<file path="src/rtl/lpw_pkg.sv">
// Purpose: constants and types of the low-power mode and wake-up controller
// Assumes: 32-bit APB, byte addresses, one aligned word per register
// Notes:   register map, field positions, reset values and counts
package lpw_pkg;

    // ========================================================================
    // register map
    localparam logic [7:0] ADDR_CTRL = 8'h00;
    localparam logic [7:0] ADDR_WAKE = 8'h04;
    localparam logic [7:0] ADDR_STAT = 8'h08;

    // ========================================================================
    // control register fields
    localparam int         CTRL_IDLE_BIT = 0;
    localparam int         CTRL_KEEP_BIT = 1;
    localparam int         CTRL_FAST_BIT = 2;
    localparam int         CTRL_WDT_LSB  = 4;
    localparam logic [7:0] CTRL_RST      = 8'ha0;
    localparam logic [3:0] WDT_OFF_CODE  = 4'ha;
    localparam logic [7:0] WAKE_RST      = 8'h00;

    // ========================================================================
    // status register fields
    localparam int STAT_PDF_BIT  = 0;
    localparam int STAT_TO_BIT   = 1;
    localparam int STAT_HTO_BIT  = 2;
    localparam int STAT_LTO_BIT  = 3;
    localparam int STAT_MODE_LSB = 4;

    // ========================================================================
    // oscillator stabilisation
    localparam int         SST_CYCLES = 1024;
    localparam logic [9:0] SST_LAST   = 10'(SST_CYCLES - 1);

    // ========================================================================
    // operating states
    typedef enum logic [2:0] {
        ST_RUN  = 3'h0,
        ST_SLP0 = 3'h1,
        ST_SLP1 = 3'h2,
        ST_IDL0 = 3'h3,
        ST_IDL1 = 3'h4,
        ST_STAB = 3'h5,
        ST_FAST = 3'h6
    } lpw_state_e;

    typedef enum logic [1:0] {
        SST_IDLE = 2'h0,
        SST_HXT  = 2'h1,
        SST_LXT  = 2'h2
    } lpw_sst_e;

endpackage : lpw_pkg

</file>
<file path="src/rtl/lpw_ctrl.sv">
// Purpose: low-power mode selection, clock gating, flags and wake-up control
// Assumes: halt and clr_wdt are one-cycle pulses from the core on pclk
// Notes:   APB slave with zero wait states; ticks and port pins synchronised
`timescale 1ns/1ps
// Notes on behaviour
// - halt, idle off, wdt/lvd on: sub sleep
// - sub sleep: sys and timebase clocks stop
// - sub sleep entry clears wdt if sub-clocked or lvd off
// - halt sets power-down, clears time-out flag
// - memory, registers, ports frozen while asleep
// - halt, idle on, keep off: idle stopped
// - idle stopped: sys off, timebase, sub on
// - idle stopped: wdt cleared if sub-clocked
// - halt, idle on, keep on: idle running
// - idle running: all clocks stay on
// - idle running entry clears enabled wdt
// - wake on reset, port edge, irq, overflow
// - reset wake full reset; overflow wdt reset
// - power-down clear on powerup, wdt clear
// - overflow in sleep sets time-out, wakes
// - enabled port falling edge wakes, resumes
// - disabled irq or full stack: resume only
// - enabled irq, stack free: take interrupt
// - irq already pending at halt: no wake
// - one shared counter, crystal before low
// - deep wake waits for high-speed ready
// - fast wake runs system from sub clock
// - halt, idle off, wdt lvd off: deepest
// - sub clock until 1024 crystal ticks
module lpw_ctrl #(
    parameter int NIRQ = 8,
    parameter int NPA  = 8
) (
    // clock and reset
    input  wire logic            pclk,
    input  wire logic            presetn,
    input  wire logic            ce,
    // apb slave
    input  wire logic            psel,
    input  wire logic            penable,
    input  wire logic            pwrite,
    input  wire logic [7:0]      paddr,
    input  wire logic [31:0]     pwdata,
    output logic      [31:0]     prdata,
    output logic                 pready,
    output logic                 pslverr,
    // core
    input  wire logic            halt,
    input  wire logic            clr_wdt,
    input  wire logic            stack_full,
    input  wire logic [NIRQ-1:0] irq_req,
    input  wire logic [NIRQ-1:0] irq_en,
    // configuration
    input  wire logic            wdt_cfg_en,
    input  wire logic            wdt_src_sub,
    input  wire logic            lvd_en,
    input  wire logic            hxt_sel,
    input  wire logic            lxt_sel,
    // wake sources and oscillator ticks
    input  wire logic            ext_reset_req,
    input  wire logic            wdt_overflow,
    input  wire logic [NPA-1:0]  port_a,
    input  wire logic            hxt_tick,
    input  wire logic            lxt_tick,
    // clock gating
    output logic                 sys_clk_en,
    output logic                 tb_clk_en,
    output logic                 sub_clk_en,
    output logic                 run_on_sub,
    output logic                 hxt_osc_en,
    output logic                 lxt_osc_en,
    // core control
    output logic                 cpu_hold,
    output logic                 freeze,
    output logic                 resume,
    output logic                 irq_take,
    output logic                 sys_reset_req,
    output logic                 wdt_reset_req,
    // watchdog control
    output logic                 wdt_clear,
    output logic                 wdt_run
);

    lpw_pkg::lpw_state_e state_q;
    lpw_pkg::lpw_state_e state_d;
    lpw_pkg::lpw_sst_e   phase_q;
    logic [7:0]          ctrl_q;
    logic [7:0]          wake_q;
    logic                pdf_q;
    logic                to_q;
    logic                hto_q;
    logic                lto_q;
    logic [9:0]          sst_cnt_q;
    logic [NIRQ-1:0]     armed_q;
    logic [NPA-1:0]      pa_fall;
    logic [1:0]          tick_rise;
    logic                wdt_en;
    logic                low_pw;
    logic                run_halt;
    logic                wake_pa;
    logic                wake_irq;
    logic                take_irq;
    logic                wake_any;
    logic                need_stab;
    logic                need_lxt;
    logic                sst_tick;
    logic                sst_done;
    logic                wdt_clr_entry;
    logic                apb_wr;
    logic                apb_setup;
    logic                addr_ok;

    // ========================================================================
    // decoding
    function automatic lpw_pkg::lpw_state_e lp_mode(input logic idle,
                                                   input logic keep,
                                                   input logic wdt_or_lvd);
        if (idle) begin
            lp_mode = keep ? lpw_pkg::ST_IDL1 : lpw_pkg::ST_IDL0;
        end else begin
            lp_mode = wdt_or_lvd ? lpw_pkg::ST_SLP1 : lpw_pkg::ST_SLP0;
        end
    endfunction : lp_mode

    function automatic logic is_low(input lpw_pkg::lpw_state_e s);
        is_low = (s == lpw_pkg::ST_SLP0) || (s == lpw_pkg::ST_SLP1) ||
                 (s == lpw_pkg::ST_IDL0) || (s == lpw_pkg::ST_IDL1);
    endfunction : is_low

    // ========================================================================
    // pin synchronisers
    lpw_pin_sync #(.WIDTH(NPA)) u_pa_sync (
        .pclk    (pclk),
        .presetn (presetn),
        .ce      (ce),
        .pin     (port_a),
        .level   (),
        .rise    (),
        .fall    (pa_fall)
    );

    lpw_pin_sync #(.WIDTH(2)) u_tick_sync (
        .pclk    (pclk),
        .presetn (presetn),
        .ce      (ce),
        .pin     ({lxt_tick, hxt_tick}),
        .level   (),
        .rise    (tick_rise),
        .fall    ()
    );

    // ========================================================================
    // apb slave
    assign apb_setup = ce && psel && !penable;
    assign apb_wr    = ce && psel && penable && pwrite;
    assign addr_ok   = (paddr == lpw_pkg::ADDR_CTRL) || (paddr == lpw_pkg::ADDR_WAKE) ||
                       (paddr == lpw_pkg::ADDR_STAT);
    assign pready    = 1'b1;
    assign pslverr   = psel && penable && !addr_ok;

    always_ff @(posedge pclk or negedge presetn) begin
        if (!presetn) begin
            ctrl_q <= lpw_pkg::CTRL_RST;
            wake_q <= lpw_pkg::WAKE_RST;
        end else if (apb_wr) begin
            if (paddr == lpw_pkg::ADDR_CTRL) begin
                ctrl_q <= pwdata[7:0];
            end
            if (paddr == lpw_pkg::ADDR_WAKE) begin
                wake_q <= pwdata[7:0];
            end
        end
    end

    always_ff @(posedge pclk or negedge presetn) begin
        if (!presetn) begin
            prdata <= '0;
        end else if (apb_setup) begin
            prdata <= '0;
            case (paddr)
                lpw_pkg::ADDR_CTRL: prdata[7:0] <= ctrl_q;
                lpw_pkg::ADDR_WAKE: prdata[7:0] <= wake_q;
                lpw_pkg::ADDR_STAT: begin
                    prdata[lpw_pkg::STAT_PDF_BIT]  <= pdf_q;
                    prdata[lpw_pkg::STAT_TO_BIT]   <= to_q;
                    prdata[lpw_pkg::STAT_HTO_BIT]  <= hto_q;
                    prdata[lpw_pkg::STAT_LTO_BIT]  <= lto_q;
                    prdata[lpw_pkg::STAT_MODE_LSB +: 3] <= state_q;
                end
                default: prdata <= '0;
            endcase
        end
    end

    // ========================================================================
    // wake-up sources
    assign wdt_en   = wdt_cfg_en || (ctrl_q[lpw_pkg::CTRL_WDT_LSB +: 4] != lpw_pkg::WDT_OFF_CODE);
    assign low_pw   = is_low(state_q);
    assign run_halt = ce && (state_q == lpw_pkg::ST_RUN) && halt;
    assign wake_pa  = |(pa_fall & wake_q[NPA-1:0]);
    assign wake_irq = |(irq_req & armed_q);
    assign take_irq = |(irq_req & armed_q & irq_en) && !stack_full;
    assign wake_any = ext_reset_req || wdt_overflow || wake_pa || wake_irq;
    assign need_stab = hxt_sel && (state_q != lpw_pkg::ST_IDL1);
    assign need_lxt  = lxt_sel && (state_q == lpw_pkg::ST_SLP0);

    always_ff @(posedge pclk or negedge presetn) begin
        if (!presetn) begin
            armed_q <= '0;
        end else if (run_halt) begin
            armed_q <= ~irq_req;
        end
    end

    // ========================================================================
    // mode state machine
    always_comb begin
        state_d = state_q;
        case (state_q)
            lpw_pkg::ST_RUN: begin
                if (halt) begin
                    state_d = lp_mode(ctrl_q[lpw_pkg::CTRL_IDLE_BIT],
                                      ctrl_q[lpw_pkg::CTRL_KEEP_BIT],
                                      wdt_en || lvd_en);
                end
            end
            lpw_pkg::ST_SLP0, lpw_pkg::ST_SLP1, lpw_pkg::ST_IDL0, lpw_pkg::ST_IDL1: begin
                if (wake_any) begin
                    if (!need_stab) begin
                        state_d = lpw_pkg::ST_RUN;
                    end else if (ctrl_q[lpw_pkg::CTRL_FAST_BIT] &&
                                 state_q != lpw_pkg::ST_SLP0) begin
                        state_d = lpw_pkg::ST_FAST;
                    end else begin
                        state_d = lpw_pkg::ST_STAB;
                    end
                end
            end
            lpw_pkg::ST_STAB, lpw_pkg::ST_FAST: begin
                if (hto_q) begin
                    state_d = lpw_pkg::ST_RUN;
                end
            end
            default: state_d = lpw_pkg::ST_STAB;
        endcase
    end

    always_ff @(posedge pclk or negedge presetn) begin
        if (!presetn) begin
            state_q <= lpw_pkg::ST_STAB;
        end else if (ce) begin
            state_q <= state_d;
        end
    end

    // ========================================================================
    // shared stabilisation counter
    assign sst_tick = (phase_q == lpw_pkg::SST_HXT) ? tick_rise[0] : tick_rise[1];
    assign sst_done = sst_tick && (sst_cnt_q == lpw_pkg::SST_LAST);

    always_ff @(posedge pclk or negedge presetn) begin
        if (!presetn) begin
            phase_q   <= lpw_pkg::SST_HXT;
            sst_cnt_q <= '0;
            hto_q     <= 1'b0;
            lto_q     <= 1'b0;
        end else if (ce) begin
            if (low_pw && wake_any && need_stab) begin
                phase_q   <= lpw_pkg::SST_HXT;
                sst_cnt_q <= '0;
                hto_q     <= 1'b0;
                if (need_lxt) begin
                    lto_q <= 1'b0;
                end
            end else if (phase_q == lpw_pkg::SST_HXT && !hxt_sel) begin
                hto_q   <= 1'b1;
                phase_q <= lto_q ? lpw_pkg::SST_IDLE : lpw_pkg::SST_LXT;
            end else if (phase_q != lpw_pkg::SST_IDLE && sst_tick) begin
                sst_cnt_q <= sst_done ? '0 : sst_cnt_q + 10'h001;
                if (sst_done && phase_q == lpw_pkg::SST_HXT) begin
                    hto_q   <= 1'b1;
                    phase_q <= lto_q ? lpw_pkg::SST_IDLE : lpw_pkg::SST_LXT;
                end else if (sst_done) begin
                    lto_q   <= 1'b1;
                    phase_q <= lpw_pkg::SST_IDLE;
                end
            end
            if (phase_q == lpw_pkg::SST_LXT && !lxt_sel) begin
                lto_q   <= 1'b1;
                phase_q <= lpw_pkg::SST_IDLE;
            end
        end
    end

    // ========================================================================
    // status flags; a set wins over a clear
    always_ff @(posedge pclk or negedge presetn) begin
        if (!presetn) begin
            pdf_q <= 1'b0;
            to_q  <= 1'b0;
        end else if (ce) begin
            if (run_halt) begin
                pdf_q <= 1'b1;
            end else if (clr_wdt) begin
                pdf_q <= 1'b0;
            end
            if (wdt_overflow) begin
                to_q <= 1'b1;
            end else if (run_halt) begin
                to_q <= 1'b0;
            end
        end
    end

    // ========================================================================
    // event pulses
    assign wdt_clr_entry = wdt_en && (ctrl_q[lpw_pkg::CTRL_IDLE_BIT] ?
                           (ctrl_q[lpw_pkg::CTRL_KEEP_BIT] || wdt_src_sub) :
                           (wdt_src_sub || !lvd_en));

    always_ff @(posedge pclk or negedge presetn) begin
        if (!presetn) begin
            wdt_clear     <= 1'b0;
            resume        <= 1'b0;
            irq_take      <= 1'b0;
            sys_reset_req <= 1'b0;
            wdt_reset_req <= 1'b0;
        end else if (ce) begin
            wdt_clear     <= (run_halt && wdt_clr_entry) || (clr_wdt && wdt_en);
            sys_reset_req <= low_pw && ext_reset_req;
            wdt_reset_req <= wdt_overflow;
            irq_take      <= low_pw && !ext_reset_req && !wdt_overflow && take_irq;
            resume        <= low_pw && !ext_reset_req && !wdt_overflow &&
                             !take_irq && (wake_pa || wake_irq);
        end
    end

    // ========================================================================
    // clock gating and hold
    assign sys_clk_en = (state_q == lpw_pkg::ST_RUN) || (state_q == lpw_pkg::ST_FAST) ||
                        (state_q == lpw_pkg::ST_IDL1);
    assign tb_clk_en  = sys_clk_en || (state_q == lpw_pkg::ST_IDL0);
    assign sub_clk_en = (state_q != lpw_pkg::ST_SLP0);
    assign run_on_sub = (state_q == lpw_pkg::ST_FAST);
    assign hxt_osc_en = hxt_sel && (sys_clk_en || state_q == lpw_pkg::ST_STAB);
    assign lxt_osc_en = lxt_sel && sub_clk_en;
    assign cpu_hold   = !((state_q == lpw_pkg::ST_RUN) || (state_q == lpw_pkg::ST_FAST));
    assign freeze     = low_pw;
    assign wdt_run    = wdt_en && !(state_q == lpw_pkg::ST_SLP0) &&
                        (wdt_src_sub || sys_clk_en);
endmodule : lpw_ctrl

</file>
<file path="src/rtl/lpw_pin_sync.sv">
// Purpose: three-stage synchroniser with edge pulses for pin inputs
// Assumes: pins are asynchronous to pclk
// Notes:   a change counts once stages two and three agree
`timescale 1ns/1ps
module lpw_pin_sync #(
    parameter int WIDTH = 8
) (
    // clock and reset
    input  wire logic             pclk,
    input  wire logic             presetn,
    input  wire logic             ce,
    // pins and edges
    input  wire logic [WIDTH-1:0] pin,
    output logic      [WIDTH-1:0] level,
    output logic      [WIDTH-1:0] rise,
    output logic      [WIDTH-1:0] fall
);

    logic [WIDTH-1:0] s1_q;
    logic [WIDTH-1:0] s2_q;
    logic [WIDTH-1:0] s3_q;
    logic [WIDTH-1:0] lvl_q;
    logic [WIDTH-1:0] lvl_d;

    always_ff @(posedge pclk or negedge presetn) begin
        if (!presetn) begin
            s1_q <= '1;
            s2_q <= '1;
            s3_q <= '1;
        end else if (ce) begin
            s1_q <= pin;
            s2_q <= s1_q;
            s3_q <= s2_q;
        end
    end

    // ========================================================================
    // per-bit agreement filter
    genvar i;
    generate
        for (i = 0; i < WIDTH; i++) begin : g_bit
            assign lvl_d[i] = (s2_q[i] == s3_q[i]) ? s3_q[i] : lvl_q[i];
        end
    endgenerate

    always_ff @(posedge pclk or negedge presetn) begin
        if (!presetn) begin
            lvl_q <= '1;
        end else if (ce) begin
            lvl_q <= lvl_d;
        end
    end

    assign level = lvl_q;
    assign rise  = ce ? (lvl_d & ~lvl_q) : '0;
    assign fall  = ce ? (~lvl_d & lvl_q) : '0;

endmodule : lpw_pin_sync

</file>
<file path="config.mk">
export PLATFORM = sky130hd
export DESIGN_NAME = lpw_ctrl
export DESIGN_NICKNAME = d
export VERILOG_FILES = /design/src/rtl/lpw_pkg.sv /design/src/rtl/lpw_ctrl.sv /design/src/rtl/lpw_pin_sync.sv
export SDC_FILE = /design/constraint.sdc
export NUM_CORES = 1
export LEC_CHECK = 0
export ABC_AREA = 1
export BUFFER_PORTS_ARGS = -buffer_cell sky130_fd_sc_hd__clkbuf_2
export CAP_MARGIN = 20
export CORE_AREA = 8 8 116 118
export DETAILED_ROUTE_END_ITERATION = 10
export DIE_AREA = 0 0 124 126
export PLACE_DENSITY = 0.74
export SYNTH_ARGS = -nofsm -noshare
export SYNTH_HDL_FRONTEND = slang
export SYNTH_SLANG_ARGS = --single-unit
export TNS_END_PERCENT = 30
</file>
<file path="constraint.sdc">
create_clock -name pclk -period 3.2 [get_ports pclk]
set_clock_uncertainty 0.15 [all_clocks]
set_input_delay 0.48 -clock pclk [delete_from_list [all_inputs] [get_ports pclk]]
set_output_delay 0.48 -clock pclk [all_outputs]
set_load 0.005 [all_outputs]
</file>
==> results.md, run 1 <==
* Fillers at 1191
* Critical-path top delay cell: dfstp_2
* Vias in the first global route at a little under 4000
* Hold Path Cell Cnt at 3
* Register bit total from synthesis at 96
* Ranking of synthesized cells by area: dfrtp_1 26%, dfstp_2 24%, nand2_1 14%, o21ai_0 6.3%, inv_1 6.1%
* Final HPWL DP at 8630 µm
* Required @ worst endpoint at roughly 2600 ps
* Area Growth Syn to Fin at 15.0%
* Post-synthesis async set-or-reset flop share at 100%
* Fmax at 0.409 GHz
* Reg2Reg Setup Slack at 1070 ps
* Clock slew at reported path FFs at around 70 ps
* Cts bufs inserted at 9
* RSZ-0062 raised after global routing: false
* Seq/Total Area, Yosys at between 40% and 50%
* Status: completed
* IO buf count at 80
* Clk sinks at 96
* Part of the cycle the worst path needs at 76.5%
* Main synth FF type: dfrtp_1
* CP arrival at 1820 ps
* Post-synth cell types at 39
* Overflow after GRT at 0
* CTS Hold Bufs at 1
* Worst hold margin at about 160 ps
* Slew headroom at 63.8%
* Setup bufs post-CTS at 0
* First-pass GRT wire length at between 15000 and 20000 µm
* Synthesized area per cell at 7.99 µm²
* Setup violators final at 0
* Mapped Cells at between 600 and 700
* Synth Area in Simple Gates at approximately a quarter
* Die height at 126 µm
* Worst Tran Pin Value at 540 ps
* Compound-Gate Fraction of Synth Area at 13.4%
* # IOs at 130
* Routed len/inst at 13.3 µm
* Ant. Diodes at 0
* Initial Util at 42.4%
* Leak at 2.90 nW
* Core Box Area at 11700 µm²
* Final hold viol count at 0
* H-tree levels at 3
* Final Power at 3.63 mW
* Clk_lat worst skew at 340 ps
* Largest area contributor in the netlist: dfrtp_1
* FF-to-FF path depth at 13
* Layout Nets at 781
* DR vias at 4091
* Total Neg Setup Slack at 0 ps
* Pin count of the biggest net entering global routing at 60
* Initial DRT Pass Iterations at 4
* Crit-path most repeated cell: nor2_1
* FP Rows at 40
* Crit path max fanout at 8
* Tmin final at 2450 ps
* YS warnings at 0
* Critical-path cell list: inv_1 -> nor3_1 -> nor2_1 -> nand2_1 -> o21ai_0 -> nor2_1 -> clkbuf_2
* Largest family of logic cells by synthesized area: simple AND/OR/NAND/NOR gates
* Mapped Area at 4970 µm²
* Clock Tree Root: clkbuf_16
* Nature of the critical path endpoint: output pin
* Final Max Tran Viols at 0
* Die Wd at 124 µm
* Power Dens Cells at 635 nW/µm²
* Worst stage delay on the critical path at ~620 ps
* DR iter-0 viols at about 250
* HP Class: primary input to flop
* Resized Gates After CTS at 0
* GP Congestion at 0.834
* Cell Count, Final, Fillers Out at 850
* CTS tree: yes
* Die footprint at 15600 µm²
* Clock tree buffer depth at 2
* Max cap viols at 0
* Routed Antenna Nets at 0
* Crit Path Class: flop to output pin
* Area share of the largest cell type after synthesis at 25.7%
* Total Wirelength at 11300 µm
* GRT Util Overall at 15.0%
* Adder-cell share of the synthesized area at 0.252%
* # placed instances at 833
* XOR/XNOR Fraction of Synth Area at between 1 and 1.5%
* Post-synthesis mux area share at 0%
* Remaining DRCs at 0
* Initial antenna violation count at 0
* Post-synth EDFFs at 0
* Ratio of cells with drive above 1 in the final layout at 24.2%
* Critical Path Source Type: flop
* Worst VDD drop at 0.465 mV
* Vias per inst at between 4 and 5
## placed cells by master (no fill, tap or decap), types with 2 or more instances in the layout
cell       Yosys  final
a21oi_1       16     16
nand2_2        4      4
o211ai_1       2      2
nand3_1       24     24
xor2_1         6      6
nand4_1       12     12
inv_1         81     81
nand2_1      183    183
clkbuf_16      0      9
nor4_1         2      2
o21ai_1        9      9
a221oi_1       3      3
a31o_2         8      8
clkbuf_1       8      2
a31oi_1        2      2
buf_4         26      4
dfstp_2       45     45
o31ai_1        2      2
clkinv_4       0      2
clkbuf_2       0     79
nor2_1        24     24
nor3_1        15     15
o21ai_0       63     63
o21ai_2        6      6
nand3_2        2      2
o22ai_1        3      3
nor2_2         4      4
conb_1         2     25
dfrtp_1       51     51
## synthesized netlist by cell type, drive strengths merged (2+ instances only)
| cell type | n |
|---|---|
| o31ai | 2 |
| dfstp | 45 |
| nor3 | 16 |
| nand4 | 12 |
| a31o | 8 |
| inv | 82 |
| clkbuf | 8 |
| nand3 | 26 |
| conb | 2 |
| dfrtp | 51 |
| buf | 35 |
| a21oi | 16 |
| o211ai | 2 |
| nor4 | 2 |
| nand2 | 188 |
| a221oi | 3 |
| a31oi | 2 |
| nor2 | 28 |
| o22ai | 3 |
| xor2 | 6 |
| o21ai | 78 |
## worst max-delay path: cells and delay by family, from the launching register on
kind                   cells  cell delay [ps]
buffers and inverters      2              250
AO/OA/AOI/OAI              1               80
AND/OR/NAND/NOR            4              520
flip-flops                 1              620
## kinds of logic after synthesis
| logic type | Yosys count |
|---|---|
| AOI/OAI and AO/OA | 116 |
| xor gates and xnor gates | 7 |
| adders and majority gates | 1 |
| buffers and inverters | 126 |
| DFF | 96 |
| other | 2 |
| and+or+nand+nor | 274 |
## through the flow
stage	setup slack (ps)	area, µm²	util (%)
finish	752	5720	48.8
global route	633	5720	48.8
CTS	726	5720	48.8
detailed placement	680	5410	46.2
global placement	737	5410	46.2
floorplan	1170	5060	-
## power breakdown
group	internal (mW)	switching (mW)
logic	0.338	0.553
clock network	0.631	0.451
registers	1.49	0.164
total	2.46	1.17
## layer usage
layer  vias up  routed length, µm  global-route usage, %
met5         -                  0                      0
met1      1889               5010                   19.2
li1       2099                  -                      -
met4         0                136                   4.48
met3        10                739                   3.57
met2        93               5440                   24.4
## final timing paths
check / from / end
max: state_q[2] / wdt_run
min in group asynchronous: presetn / armed_q[0]
min: port_a[1] / u_pa_sync.s1_q[1]
max in group asynchronous: presetn / u_pa_sync.level[1]
max reg2reg: u_pa_sync.level[4] / sst_cnt_q[5]
min reg2reg: u_pa_sync.s1_q[1] / u_pa_sync.s1_q[1]
## state kept, by name, indices dropped and copies added (netlist names), 2 cells and up
register / cells
wake_q: 8
prdata: 8
u_tick_sync.level: 2
u_pa_sync.s2_q: 8
u_tick_sync.s1_q: 2
u_pa_sync.level: 8
state_q: 3
phase_q: 2
ctrl_q: 8
armed_q: 8
u_pa_sync.s1_q: 8
sst_cnt_q: 10
u_tick_sync.s2_q: 2
u_tick_sync.s3_q: 2
u_pa_sync.s3_q: 8
## layout make-up
cell class / count / area [µm²] / area share, %
Timing Repair Buffer: 85 / 455 / 7.97
Tap cell: 147 / 184 / 3.22
Clock buffer: 12 / 246 / 4.31
Inverter: 83 / 312 / 5.45
Clock inverter: 4 / 53.8 / 0.941
Multi-Input combinational cell: 423 / 2010 / 35.1
Sequential cell: 96 / 2460 / 43.0
No activity file was read; power rests on OpenSTA's default activity.
==> run 2, diff against run 1 <==
Clock period 3.2 ns to 2.35 ns, I/O delays scaled along.
==> run 2 against run 1 <==
Against the previous run:
- cell count increased by 1.2%
- non-clock buffer count rose by 10
- critical endpoint unchanged
- sequential share of layout area fell by 0.89 points
- via count up 3.0%
- sequential power up 36%
- first-iteration DRC count grew 11%
- die area did not move
- combinational power rose by 45%
- worst hold slack got worse by 130 ps
- utilization up 1.0 points
- worst setup slack got worse by 620 ps
==> results.md, run 2 (synthesis gave the netlist of run 1 again) <==
* Status: completed
* Slew headroom at 57.1% (-6.7 points)
* FP Rows at 40 (unchanged)
* Leak at 2.96 nW (+2.3%)
* Area Growth Syn to Fin at 17.4%
* Cts bufs inserted at 9 (unchanged)
* Initial Util at 42.4% (unchanged)
* Place WS at 208 ps (-472 ps)
* Part of the cycle the worst path needs at 94.3%
* GRT Util Overall at 16.1% (+1.1 points)
* IO buf count at 80 (unchanged)
* Fin util at 49.8% (+1.0 points)
* Hold Crit Start: port_a[5]
* Worst hold margin at 31.5 ps (-128 ps)
* Crit Path Class: flop to output pin
* Worst Tran Pin Value at 644 ps (+105 ps)
* Most frequent cells in the layout: 183 x nand2_1, 81 x inv_1, 79 x clkbuf_2
* Max FFs per register at 10 (unchanged)
* CP startpoint: state_q[0]
* Final hold viol count at 0 (unchanged)
* GP Congestion at 0.857 (+2.7%)
* Setup violators final at 0 (unchanged)
* Initial DRT Pass Iterations at 5 (+1)
* Crit Reg-Reg Startpoint: u_pa_sync.s3_q[7]
* Total Wirelength at 12000 µm (+5.8%)
* Initial antenna violation count at 0 (unchanged)
* First-pass GRT wire length at 20300 µm (+7.7%)
* Layout Nets at 791 (+1.3%)
* Met3 usage at 4.47% (+0.89 points)
* Critical Path Source Type: flop
* Commonest non-fill, non-tap cell in the layout: nand2_1
* Clock Tree Root: clkbuf_16
* Vias in the first global route at 4252 (+9.0%)
* Met2 usage at 26.2% (+1.8 points)
* Core Box Area at 11700 µm² (unchanged)
* Total Neg Setup Slack at 0 ps (unchanged)
* HP Class: primary input to flop
* Ant. Diodes at 0 (unchanged)
* Pin count of the biggest net entering global routing at 48 (-20%)
* Max cap viols at 0 (unchanged)
* Clk_lat worst skew at 350 ps (about the same)
* H-tree levels at 3 (unchanged)
* Remaining DRCs at 0 (unchanged)
* Required @ worst endpoint at 1850 ps (-720 ps)
* CTS tree: yes
* Power Dens Cells at 880 nW/µm² (+39%)
* Tmin final at 2220 ps
* RSZ-0062 raised after global routing: false
* Setup ws final at 134 ps (-619 ps)
* Final Max Tran Viols at 0 (unchanged)
* CP arrival at 1710 ps (-110 ps)
* Overflow after GRT at 0 (unchanged)
* DR iter-0 viols at 274 (+11%)
* Vias per inst at 4.90 (+1.8%)
* Routed len/inst at 13.9 µm (+4.5%)
* Crit path max fanout at 4 (-4)
* Grt met1 use at 20.6% (+1.3 points)
* DR vias at 4213 (+3.0%)
* Routed Antenna Nets at 0 (unchanged)
* Fmax at ~0.45 GHz
* Die height at 126 µm (unchanged)
* Worst VDD drop at 0.516 mV (+11%)
* Clock slew at reported path FFs at 70 ps (about the same)
* Die footprint at 15600 µm² (unchanged)
* Final HPWL DP at 9100 µm (+5.4%)
* Ratio of cells with drive above 1 in the final layout at 25.8% (+1.6 points)
* Top Usage Layer GRT: met2
* Clock tree buffer depth at 2 (unchanged)
* Clk sinks at 96 (unchanged)
* Die Wd at 124 µm (unchanged)
* Biggest register: sst_cnt_q
* Nature of the critical path endpoint: output pin
* # IOs at 130 (unchanged)
-- run 2: cell types whose count changed in the layout (fill, tap and decap cells not counted), sizes merged --
cell,change
buf,+10
clkbuf,+1
clkinv,-1
-- run 2: routing by layer --
layer	routed length, µm	up-vias
met5	0	-
met4	148	0
met3	841	11
met2	5670	127
met1	5320	1947
li1	-	2128
-- run 2: area by class of cell --
type | instances | area [µm²]
inverters | 83 | 312
multi-input cells | 423 | 2020
clock buffers | 13 | 283
fillers | 1163 | 5880
flip-flops and latches | 96 | 2460
repair buffers | 95 | 531
clock inverters | 3 | 45.0
well taps | 147 | 184
-- run 2: final timing paths --
kind,endpoint,slack (ps),cells after the start
hold reg to reg,u_pa_sync.s1_q[1],310,2
setup reg to reg,sst_cnt_q[1],280,13
max in group asynchronous,u_pa_sync.level[1],920,3
setup / recovery,wdt_run,130,6
hold / removal,u_pa_sync.s1_q[5],30,3
min in group asynchronous,armed_q[0],420,2
-- run 2: repair_timing --
| action | CTS | global route |
|---|---|---|
| resized for setup | 1 | 4 |
| setup endpoints to repair | 1 | 9 |
| hold buffers | 1 | 0 |
| pin swaps | 0 | 1 |
| endpoints found under the hold margin | 25 | 0 |
| buffers inserted | 0 | 4 |
-- run 2: report_power, final --
group / total (mW) / internal [mW] / switching (mW)
logic: 1.29 / 0.502 / 0.792
registers: 2.25 / 2.03 / 0.222
clock network: 1.59 / 0.958 / 0.627
-- run 2: worst max-delay path, stage by stage (launching register included) --
cell      delay (ps)
dfstp_2          570
inv_1             70
nor3_1           300
inv_1            160
o21ai_0          110
nor2_1            50
clkbuf_2         110
-- run 2: per-stage QoR --
stage	cell area (µm²)	total power, mW	instances
floorplan	5060	3.12	645
CTS	5790	5.13	856
finish	5840	5.13	860
detailed placement	5450	3.53	839
global route	5840	5.48	860
global placement	5450	3.49	839
==> run 3, diff against run 2 <==
Settings changed: CELL_PAD_IN_SITES_DETAIL_PLACEMENT from default to 1, CELL_PAD_IN_SITES_GLOBAL_PLACEMENT from default to 1, CORE_AREA 8 8 116 118 to 8 8 124 126, DIE_AREA 0 0 124 126 to 0 0 132 134, PLACE_DENSITY 0.74 to 0.85.
==> run 3 against run 2 <==
Against the previous run:
- register-to-register slack got worse by 60 ps
- combinational power rose by 6%
- critical path depth unchanged
- sequential cell count did not move
- cell count up 3.5%
- critical path type unchanged
- largest cell class unchanged
==> results.md, run 3 (synthesis gave the netlist of run 1 again) <==
* Final Power at 5.22 mW (+1.7%)
* Critical Path Source Type: flop
* CP arrival at 1820 ps (+110 ps)
* Initial DRT Pass Iterations at 4 (-1)
* Final Max Tran Viols at 0 (unchanged)
* Crit-path most repeated cell: nor2_1
* Vias per inst at 4.92 (+0.48%)
* Worst stage delay on the critical path at 590 ps (+20 ps)
* Routed len/inst at 15.7 µm (+13%)
* Max cap viols at 0 (unchanged)
* Commonest non-fill, non-tap cell in the layout: nand2_1
* Tmin final at 2320 ps (+103 ps)
* Biggest register: sst_cnt_q
* Pin count of the biggest net entering global routing at 51 (+6.3%)
* Clk_lat worst skew at 340 ps (about the same)
* GRT Util Overall at 15.8% (-0.29 points)
* IO buf count at 80 (unchanged)
* Ratio of cells with drive above 1 in the final layout at 25.8% (-0.032 points)
* Initial antenna violation count at 0 (unchanged)
* GP Congestion at 0.867 (+1.1%)
* DR iter-0 viols at 183 (-33%)
* Routed Antenna Nets at 0 (unchanged)
* Fmax at 0.431 GHz (-4.4%)
* Layout Nets at 788 (-0.38%)
* Total Neg Setup Slack at 0 ps (unchanged)
* CTS tree: yes
* Setup violators final at 0 (unchanged)
* H-tree levels at 3 (unchanged)
* Area Growth Syn to Fin at 17.8%
* Initial Util at 36.8% (-5.6 points)
* Status: completed
* Vias in the first global route at 4793 (+13%)
* Total Wirelength at 14000 µm (+17%)
* Critical-path cell list: nor2_2 -> inv_2 -> nor2_1 -> nor2_1 -> inv_1 -> clkbuf_2
* Crit Path Class: flop to output pin
* Required @ worst endpoint at 1850 ps (about the same)
* First-pass GRT wire length at 23200 µm (+14%)
* Clock slew at reported path FFs at 70 ps (about the same)
* Fin util at 43.4% (-6.5 points)
* Critical-path top delay cell: dfstp_2
* Overflow after GRT at 0 (unchanged)
* FP Rows at 43 (+7.5%)
* HP Class: primary input to flop
* Clock Tree Root: clkbuf_16
* Die Wd at 132 µm (+6.5%)
* Reg2Reg Setup Slack at 220 ps (-60 ps)
* Nature of the critical path endpoint: output pin
* Leak at 2.94 nW (-0.60%)
* Max FFs per register at 10 (unchanged)
* Worst VDD drop at 0.303 mV (-41%)
* Crit path max fanout at 4 (unchanged)
* # IOs at 130 (unchanged)
* Final hold viol count at 0 (unchanged)
* Ant. Diodes at 0 (unchanged)
* Core Box Area at 13500 µm² (+15%)
* Power Dens Cells at 891 nW/µm² (+1.3%)
* Clock tree buffer depth at 2 (unchanged)
* CP Buf/Inv Count at 3 (unchanged)
* Remaining DRCs at 0 (unchanged)
* Cts bufs inserted at 9 (unchanged)
* Final HPWL DP at 10800 µm (+19%)
* DR vias at 4381 (+4.0%)
* Die height at 134 µm (+6.3%)
* Part of the cycle the worst path needs at 98.7% (+4.4 points)
* Most frequent cells in the layout: 183 x nand2_1, 80 x inv_1, 79 x clkbuf_2
* Delay-heaviest family, CP: flip-flops
* Die footprint at 17700 µm² (+13%)
* Clk sinks at 96 (unchanged)
## run 3: metrics by stage
step	cell area (µm²)	hold WS, ps	cells	setup slack (ps)
floorplan	5060	-93.1	645	452
global route	5850	42.9	890	-5.09
detailed placement	5480	126	870	172
global placement	5480	124	870	263
CTS	5820	27.6	887	29.1
finish	5850	37.1	890	30.9
## run 3: metal layers
layer  track usage (%)  vias up  share of wire (%)
met5                 0        -                  0
met4              6.70        0                2.6
met3              3.89       26                4.7
met2              27.6      109                 50
met1              18.2     2135                 43
li1                  -     2111                  -
## run 3: worst paths after layout
check | from | to | depth (start not counted)
min | port_a[0] | u_pa_sync.s1_q[0] | 3
min in group asynchronous | presetn | sst_cnt_q[2] | 2
max reg2reg | u_pa_sync.level[7] | sst_cnt_q[6] | 13
min reg2reg | u_pa_sync.s1_q[1] | u_pa_sync.s1_q[1] | 2
max in group asynchronous | presetn | u_pa_sync.level[6] | 3
max | state_q[0] | freeze | 6
## run 3: final cells by class
type	count	area [µm²]
Multi-Input combinational cell	423	2030
Sequential cell	96	2460
Clock inverter	6	90.1
Inverter	83	312
Fill cell	1693	7650
Clock buffer	10	229
Timing Repair Buffer	92	508
Tap cell	180	225
## run 3: worst min-delay path, delay by kind of cell
| kind | cells | cell delay [ps] |
|---|---|---|
| buffers and inverters | 1 | 80 |
| AND/OR/NAND/NOR | 2 | 100 |
## run 3: what timing repair did
action,4_1_cts,5_1_grt
setup buffers,0,3
setup endpoints to repair,1,8
endpoints found under the hold margin,18,0
gates resized for setup,2,5
pin swaps,0,1
hold buffers,1,0
## run 3: where the power goes
group          internal, mW  switching [mW]
clock network         0.939           0.642
logic                 0.492           0.874
registers              2.03           0.240
total                  3.46            1.76
